[src/shared/vic_pkg.sv]
// Package: register map, field layout, timing counts and carrier types of the interrupt controller
package vic_pkg;

	localparam int          NUM_TRAPS       = 8;
	localparam int          NUM_IRQS        = 24;
	localparam int          NUM_SRCS        = 32;
	localparam int          NUM_GEN         = 20;

	// Register byte offsets
	localparam logic [11:0] OFF_CTRL_TWO    = 12'h000;
	localparam logic [11:0] OFF_ENABLE_GEN  = 12'h004;
	localparam logic [11:0] OFF_ENABLE_FOUR = 12'h008;
	localparam logic [11:0] OFF_ENABLE_FIVE = 12'h00C;
	localparam logic [11:0] OFF_PRIO0       = 12'h010;
	localparam logic [11:0] OFF_PRIO1       = 12'h014;
	localparam logic [11:0] OFF_PRIO2       = 12'h018;
	localparam logic [11:0] OFF_STATUS      = 12'h01C;
	localparam logic [3:0]  TABLE_PAGE      = 4'h1;

	// Field positions
	localparam int          POS_ALT_SEL     = 15;
	localparam int          POS_VDET_EN     = 8;
	localparam int          POS_SER2_EN     = 2;
	localparam int          POS_SER1_EN     = 1;
	localparam int          POS_WAKE_EN     = 0;
	localparam logic [31:0] MASK_FOUR       = 32'h0000_0106;
	localparam logic [31:0] MASK_FIVE       = 32'h0000_0001;

	// Interrupt numbers of the named sources
	localparam int          IRQ_SER1_ERR    = 20;
	localparam int          IRQ_SER2_ERR    = 21;
	localparam int          IRQ_VDET        = 22;
	localparam int          IRQ_WAKE        = 23;

	// Program-space layout of the vector tables
	localparam logic [23:0] RESET_ADDR      = 24'h000000;
	localparam logic [23:0] PRIMARY_BASE    = 24'h000004;
	localparam logic [23:0] TABLE_ENTRIES   = 24'h00007E;
	localparam logic [23:0] ALT_BASE        = PRIMARY_BASE + (TABLE_ENTRIES << 1);
	localparam logic [3:0]  TRAP_LEVEL      = 4'h8;

	// Fixed latencies in clock cycles
	localparam logic [3:0]  ENTRY_CYCLES    = 4'h5;
	localparam logic [3:0]  RETURN_CYCLES   = 4'h3;

	typedef enum logic [2:0] {
		ST_IDLE  = 3'b000,
		ST_REQ   = 3'b001,
		ST_ENTER = 3'b010,
		ST_SVC   = 3'b011,
		ST_RET   = 3'b100
	} vic_state_t;

	typedef struct packed {
		logic       ack;
		logic       ret;
		logic [2:0] ipl;
	} vic_core_in_t;

	typedef struct packed {
		logic        req;
		logic [4:0]  vec;
		logic [3:0]  level;
		logic [23:0] fetch_addr;
		logic [23:0] handler;
		logic        entered;
		logic        busy;
	} vic_core_out_t;

endpackage : vic_pkg

[src/rtl/vic_top.sv]
// Vectored interrupt controller with APB register file and dual vector table
`timescale 1ns/1ps

// Function
// - All peripheral requests merge into one request toward the core.
// - Eight trap sources are handled besides the peripheral interrupts.
// - Each maskable source gets one of seven priority levels from software.
// - Ties within one level resolve by fixed order, never dynamically.
// - Lower vector number wins a tie; vector zero beats all.
// - Primary table starts at 000004h, 126 entries: 8 traps, 118 interrupts.
// - Each entry holds a 24-bit handler address sent to the core.
// - Every source owns one distinct vector entry.
// - Thirty-two trap and interrupt sources are implemented.
// - Alternate select bit 15 of control two switches to the alternate table.
// - Alternate table keeps the same layout and source order.
// - Entry and return take a fixed number of cycles.
// - Reset is no exception; the controller plays no part in it.
// - Reset points fetch at address 000000h.
// - Enable five bit 0 gates low-power wake; bits 15-1 read zero.
module vic_top
	import vic_pkg::*;
(
	input  wire logic                pclk,
	input  wire logic                presetn,
	input  wire logic                psel,
	input  wire logic                penable,
	input  wire logic                pwrite,
	input  wire logic [11:0]         paddr,
	input  wire logic [31:0]         pwdata,
	output logic      [31:0]         prdata,
	output logic                     pready,
	output logic                     pslverr,
	input  wire logic [NUM_TRAPS-1:0] trap_req,
	input  wire logic [NUM_IRQS-1:0] irq_req,
	input  wire vic_core_in_t        core_in,
	output vic_core_out_t            core_out
);

	typedef struct packed {
		logic                          alt_sel;
		logic [NUM_GEN-1:0]            en_gen;
		logic                          en_vdet;
		logic                          en_ser2;
		logic                          en_ser1;
		logic                          en_wake;
		logic [NUM_IRQS-1:0][2:0]      prio;
		logic [2*NUM_SRCS-1:0][23:0]   table_mem;
		vic_state_t                    state;
		logic [3:0]                    cnt;
		vic_core_out_t                 co;
		logic [31:0]                   rdata;
		logic                          ready;
		logic                          err;
	} vic_regs_t;

	vic_regs_t state_reg;
	vic_regs_t state_next;

	logic [NUM_IRQS-1:0] irq_en;
	logic                win_valid;
	logic [4:0]          win_vec;
	logic [3:0]          win_level;
	logic                access;
	logic                setup;

	////////////////////////////////////////////////////////////////////////////////

	function automatic logic hit(input logic [11:0] addr, input logic [11:0] off);
		return addr == off;
	endfunction : hit

	// Packs one priority register; upper bit of each nibble reads zero
	function automatic logic [31:0] prio_word(input logic [NUM_IRQS-1:0][2:0] p,
	                                          input int base);
		logic [31:0] w;
		w = 32'h0000_0000;
		for (int i = 0; i < 8; i++) begin
			w[4*i +: 3] = p[base + i];
		end
		return w;
	endfunction : prio_word

	////////////////////////////////////////////////////////////////////////////////

	assign irq_en = {state_reg.en_wake, state_reg.en_vdet, state_reg.en_ser2,
	                 state_reg.en_ser1, state_reg.en_gen};

	// Traps sit above every user level; strict compare keeps the lowest vector on ties
	always_comb begin
		win_valid = 1'b0;
		win_vec   = 5'h00;
		win_level = 4'h0;
		for (int s = 0; s < NUM_SRCS; s++) begin
			logic [3:0] lv;
			logic       ok;
			lv = 4'h0;
			ok = 1'b0;
			if (s < NUM_TRAPS) begin
				lv = TRAP_LEVEL;
				ok = trap_req[s];
			end else begin
				lv = {1'b0, state_reg.prio[s-NUM_TRAPS]};
				ok = irq_req[s-NUM_TRAPS] && irq_en[s-NUM_TRAPS]
				     && (lv != 4'h0) && (lv > {1'b0, core_in.ipl});
			end
			if (ok && (!win_valid || lv > win_level)) begin
				win_valid = 1'b1;
				win_vec   = 5'(s);
				win_level = lv;
			end
		end
	end

	assign setup  = psel && !penable;
	assign access = psel && penable && state_reg.ready;

	////////////////////////////////////////////////////////////////////////////////

	always_comb begin
		logic [5:0] widx;
		widx       = {paddr[7:2]};
		state_next = state_reg;
		state_next.co.entered = 1'b0;

		// Zero-wait slave: pready rises the cycle after setup, read data is prepared then
		state_next.ready = setup;
		state_next.err   = 1'b0;
		if (setup) begin
			state_next.rdata = 32'h0000_0000;
			if (hit(paddr, OFF_CTRL_TWO)) begin
				state_next.rdata[POS_ALT_SEL] = state_reg.alt_sel;
			end else if (hit(paddr, OFF_ENABLE_GEN)) begin
				state_next.rdata[NUM_GEN-1:0] = state_reg.en_gen;
			end else if (hit(paddr, OFF_ENABLE_FOUR)) begin
				state_next.rdata[POS_VDET_EN] = state_reg.en_vdet;
				state_next.rdata[POS_SER2_EN] = state_reg.en_ser2;
				state_next.rdata[POS_SER1_EN] = state_reg.en_ser1;
			end else if (hit(paddr, OFF_ENABLE_FIVE)) begin
				state_next.rdata[POS_WAKE_EN] = state_reg.en_wake;
			end else if (hit(paddr, OFF_PRIO0)) begin
				state_next.rdata = prio_word(state_reg.prio, 0);
			end else if (hit(paddr, OFF_PRIO1)) begin
				state_next.rdata = prio_word(state_reg.prio, 8);
			end else if (hit(paddr, OFF_PRIO2)) begin
				state_next.rdata = prio_word(state_reg.prio, 16);
			end else if (hit(paddr, OFF_STATUS)) begin
				state_next.rdata[2:0]   = state_reg.state;
				state_next.rdata[12:8]  = state_reg.co.vec;
				state_next.rdata[19:16] = state_reg.co.level;
			end else if (paddr[11:8] == TABLE_PAGE) begin
				state_next.rdata[23:0] = state_reg.table_mem[widx];
			end else begin
				state_next.err = 1'b1;
			end
		end

		// Writes land only at the edge that completes the access phase
		if (access && pwrite) begin
			if (hit(paddr, OFF_CTRL_TWO)) begin
				state_next.alt_sel = pwdata[POS_ALT_SEL];
			end else if (hit(paddr, OFF_ENABLE_GEN)) begin
				state_next.en_gen = pwdata[NUM_GEN-1:0];
			end else if (hit(paddr, OFF_ENABLE_FOUR)) begin
				state_next.en_vdet = pwdata[POS_VDET_EN];
				state_next.en_ser2 = pwdata[POS_SER2_EN];
				state_next.en_ser1 = pwdata[POS_SER1_EN];
			end else if (hit(paddr, OFF_ENABLE_FIVE)) begin
				state_next.en_wake = pwdata[POS_WAKE_EN];
			end else if (hit(paddr, OFF_PRIO0) || hit(paddr, OFF_PRIO1)
			             || hit(paddr, OFF_PRIO2)) begin
				// Word 0, 1 and 2 of the priority block hold interrupts 0-7, 8-15 and 16-23
				for (int i = 0; i < 8; i++) begin
					state_next.prio[8*int'(paddr[3:2]) + i] = pwdata[4*i +: 3];
				end
			end else if (paddr[11:8] == TABLE_PAGE) begin
				state_next.table_mem[widx] = pwdata[23:0];
			end
		end

		case (state_reg.state)
			ST_IDLE: begin
				if (win_valid) begin
					state_next.state         = ST_REQ;
					state_next.co.req        = 1'b1;
					state_next.co.vec        = win_vec;
					state_next.co.level      = win_level;
					state_next.co.fetch_addr = (state_reg.alt_sel ? ALT_BASE : PRIMARY_BASE)
					                           + {18'h00000, win_vec, 1'b0};
				end
			end
			ST_REQ: begin
				// Request is held as latched; a later, higher source waits for the next round
				if (core_in.ack) begin
					state_next.state   = ST_ENTER;
					state_next.co.req  = 1'b0;
					state_next.co.busy = 1'b1;
					state_next.cnt     = ENTRY_CYCLES - 4'h1;
					state_next.co.handler =
						state_reg.table_mem[{state_reg.alt_sel, state_reg.co.vec}];
				end
			end
			ST_ENTER: begin
				if (state_reg.cnt == 4'h0) begin
					state_next.state      = ST_SVC;
					state_next.co.entered = 1'b1;
				end else begin
					state_next.cnt = state_reg.cnt - 4'h1;
				end
			end
			ST_SVC: begin
				if (core_in.ret) begin
					state_next.state = ST_RET;
					state_next.cnt   = RETURN_CYCLES - 4'h1;
				end
			end
			ST_RET: begin
				if (state_reg.cnt == 4'h0) begin
					state_next.state   = ST_IDLE;
					state_next.co.busy = 1'b0;
				end else begin
					state_next.cnt = state_reg.cnt - 4'h1;
				end
			end
			default: begin
				state_next.state = ST_IDLE;
			end
		endcase
	end

	// Reset only clears state; fetch address parks at the reset location
	always_ff @(posedge pclk or negedge presetn) begin
		if (!presetn) begin
			state_reg               <= '0;
			state_reg.state         <= ST_IDLE;
			state_reg.co.fetch_addr <= RESET_ADDR;
		end else begin
			state_reg <= state_next;
		end
	end

	assign prdata   = state_reg.rdata;
	assign pready   = state_reg.ready;
	assign pslverr  = state_reg.err;
	assign core_out = state_reg.co;
endmodule : vic_top

[config.mk]
export PLATFORM = sky130hd
export DESIGN_NAME = vic_top
export DESIGN_NICKNAME = d
export VERILOG_FILES = /design/src/shared/vic_pkg.sv /design/src/rtl/vic_top.sv
export SDC_FILE = /design/constraint.sdc
export NUM_CORES = 2
export LEC_CHECK = 0
export ABC_AREA = 1
export BUFFER_PORTS_ARGS = -buffer_cell sky130_fd_sc_hd__buf_2
export CORE_MARGIN = 4
export CORE_UTILIZATION = 37
export DETAILED_ROUTE_END_ITERATION = 8
export HOLD_SLACK_MARGIN = 0.02
export PLACE_DENSITY = 0.54
export SETUP_SLACK_MARGIN = 0.5
export SLEW_MARGIN = 20
export SYNTH_ARGS = -nofsm -noshare
export SYNTH_HDL_FRONTEND = slang
export SYNTH_SLANG_ARGS = --single-unit
[constraint.sdc]
create_clock -name pclk -period 34.5 [get_ports pclk]
set_input_delay 0 -clock pclk [delete_from_list [all_inputs] [get_ports pclk]]
set_output_delay 0 -clock pclk [all_outputs]
set_load 0.01 [all_outputs]
==> impl_metrics.csv <==
group,metric,value,unit
sta,slew_headroom,0.187,
power,power_leakage,42.7,nW
logic_synthesis,synth_top_cells_by_count,"2847 x o21ai_0, 2541 x nand2_1, 1714 x dfrtp_1",
layout,area_growth_syn_to_layout,10.7,%
power,ir_drop,0.0581,mV
logic_synthesis,synth_cells,11881,
worst_setup_path,critPathMaxFanout,9,
layout,fin_nets,11613,
clock_tree,numCtsBuffers,196,
clock_tree,clk_pin_slew,0.06,ns
worst_setup_path,arrival,31.27,ns
clock_tree,clock-sinks,1714,
sta,clock.fmax,0.0328,GHz
worst_setup_path,crit_type,"reg2reg",
logic_synthesis,dominantRegCellSynth,"dfrtp_1",
sta,finalCritPeriodShare,0.884,
sta,whs,-0.00361,ns
detailed_routing,drc,0,
global_routing,grt_overflow,0,
global_routing,grt_max_degree,174,
clock_tree,insertion_delay,0.93,ns
worst_setup_path,cp-start-kind,"flip-flop",
power,p_per_area,60.3,nW/um2
min_path,hold_path_class,"in2reg",
outcome,outcome,"finished with violations",
logic_synthesis,synth_edf_count,0,
job,drv_cap,0,
logic_synthesis,async_flop_share,1.00,
floorplan,io_pins,180,
worst_setup_path,critPathMaxStageDelay,0.43,ns
sta,timing.final.setup_violations,0,
sta,hold_viol_final,1,
clock_tree,ctsRootBufferMaster,"clkbuf_16",
placed_design,dp.cells,14436,
logic_synthesis,ys_ff_latch,1714,
floorplan,die_h,507,um
sta,tns,0,ns
detailed_routing,wl_per_cell,29.1,um
logic_synthesis,yosysMostFrequentCell,"o21ai_0",
layout,nFillCells,24877,
clock_tree,htreeDepth,4,
worst_setup_path,path_buf_inv,25,
floorplan,start_util,0.373,
layout,drive_gt1_frac,0.0750,
layout,layoutNonFillerInstCount,14860,
logic_synthesis,synth.area.top_cells,"dfrtp_1 47%, o21ai_0 15%, nand2_1 10%",
logic_synthesis,yosysSeqAreaShare,0.466,
detailed_routing,dr.pass1.iters,7,
global_routing,grt_pass1_wl,623,mm
logic_synthesis,synthMuxAreaShare,0.000489,
detailed_routing,routed_wl,433,mm
logic_synthesis,synth_cell_type_count,62,
placed_design,dp_hpwl,258,mm
layout,ff_latch_area,42900,um2
detailed_routing,ant_nets,0,
floorplan,die_w,507,um
logic_synthesis,synth-compound-area-share,0.265,
floorplan,die_area,257000,um2
worst_setup_path,end_kind,"flip-flop",
logic_synthesis,synth_top_family_by_area,"compound AO/OA/AOI/OAI gates",
detailed_routing,routed_via_density,6.16,
logic_synthesis,syn-cell-area,92100,um2
worst_setup_path,cp_top_family,"simple AND/OR/NAND/NOR gates",
layout,largest_reg_flops,1616,
sta,worst_pin_slew,1.21,ns
global_routing,antenna_found_initial,31,
global_routing,grtUsageTotal,0.326,
logic_synthesis,synth_area_per_cell,7.75,um2
detailed_routing,drt_iter0_drc,13463,
layout,multi_input_area,43100,um2
sta,slew_viol_final,0,
detailed_routing,vias,91587,
layout,final_util,0.413,
global_routing,grt_pass1_vias,86231,
worst_setup_path,cp_common_cell,"nand2_1",
placed_design,port_buffers,158,
logic_synthesis,yosys.area_share.adder,0.0196,
floorplan,coreArea,247000,um2
placed_design,globalplace.congestion,0.912,
logic_synthesis,synth-simple-area-share,0.181,
worst_setup_path,slowest_stage,"dfrtp_1",
clock_tree,clockBufferDepth,3,
clock_tree,cts_tree,"yes",
sta,rsz0062_at_grt,"false",
power,p_total,6.14,mW
floorplan,rows,182,
logic_synthesis,synth_area_leader_cell,"dfrtp_1",
logic_synthesis,synth_top_cell_area_share,0.466,
sta,skew,0.0688,ns
logic_synthesis,synth-xor-area-share,0.0000951,
sta,period_needed,30.49,ns
logic_synthesis,yosysWarningCount,0,
worst_setup_path,required,35.29,ns
outcome,violations,"negative hold slack",
[worst min-delay path, cell delays in order]
cell and delay, ns:
buf_2 0.11, nand3_1 0.08, a311oi_1 0.08, o32ai_1 0.16, nand2_2 0.11, nand3_1 0.12, nand3_1 0.07, nand2_1 0.05
nand2_1 0.04
[what timing repair did]
| item | CTS | global route |
|---|---|---|
| setup endpoints to repair | 0 | 13 |
| hold endpoints to repair | 1455 | 0 |
| hold buffers | 56 | 0 |
| buffers inserted | 0 | 4 |
| resized for setup | 0 | 18 |
[metrics by stage]
step,area [um2],hold slack (ns),worst slack (ns)
after floorplan,92200,-0.296,8.27
after global placement,94700,0.130,2.69
after detailed placement,94700,0.133,3.02
after CTS,102000,0.0201,2.90
after global routing,102000,0.0355,0.552
final,102000,-0.00361,4.01
[cell families after synthesis]
| kind of cell | Yosys count |
|---|---|
| AOI/OAI and AO/OA | 4299 |
| muxes | 4 |
| adders and majority gates | 144 |
| other | 1 |
| and+or+nand+nor | 4128 |
| DFF | 1714 |
| xor gates and xnor gates | 1 |
| buffers and inverters | 1590 |
[power breakdown]
group	switching (mW)	internal, mW	total [mW]
Clock	0.922	1.23	2.15
Combinational	1.42	0.499	1.92
Sequential	0.0383	2.04	2.08
[placed cells by master, fill, tap and decap left out, types with 47 or more instances in the layout]
cell / count
nand2_1: 2517
inv_1: 343
a21oi_1: 301
nand3_1: 388
buf_4: 253
nand4_1: 165
o221ai_1: 77
dlygate4sd3_1: 55
a31oi_1: 63
o21ai_0: 2835
buf_2: 156
dfrtp_1: 1709
a221oi_1: 66
o2bb2ai_1: 47
clkbuf_1: 52
nor2_1: 934
clkbuf_16: 198
ha_1: 144
a22oi_1: 437
o22ai_1: 249
[path summary, 6_finish.rpt]
| check | startpoint | end | slack, ns | cells past startpoint |
|---|---|---|---|---|
| max in group asynchronous | presetn | state_reg[425] | 30.65 | 7 |
| min in group asynchronous | presetn | state_reg[1092] | 0.44 | 4 |
| min | irq_req[21] | core_out[51] | -0.004 | 9 |
| min reg2reg | prdata[7] | prdata[7] | 0.48 | 1 |
| max reg2reg | state_reg[1639] | core_out[30] | 4.01 | 220 |
| max | state_reg[1639] | core_out[30] | 4.01 | 220 |
[cell type report]
cell class                 count  area share
multi-input combinational   8595       0.423
inverter                     385      0.0146
clock inverter                56     0.00725
timing repair buffer         491      0.0367
tap                         3312      0.0407
clock buffer                 296      0.0567
antenna                       11    0.000270
sequential                  1714       0.421
[routing by layer]
| metal | share of wire | GRT usage | wire length, um |
|---|---|---|---|
| met4 | 0.061 | 0.181 | 26300 |
| met1 | 0.40 | 0.432 | 172000 |
| met5 | 0.00037 | 0 | 158 |
| met3 | 0.11 | 0.0818 | 48900 |
| met2 | 0.43 | 0.488 | 185000 |
(Power assumes the default switching activity.)
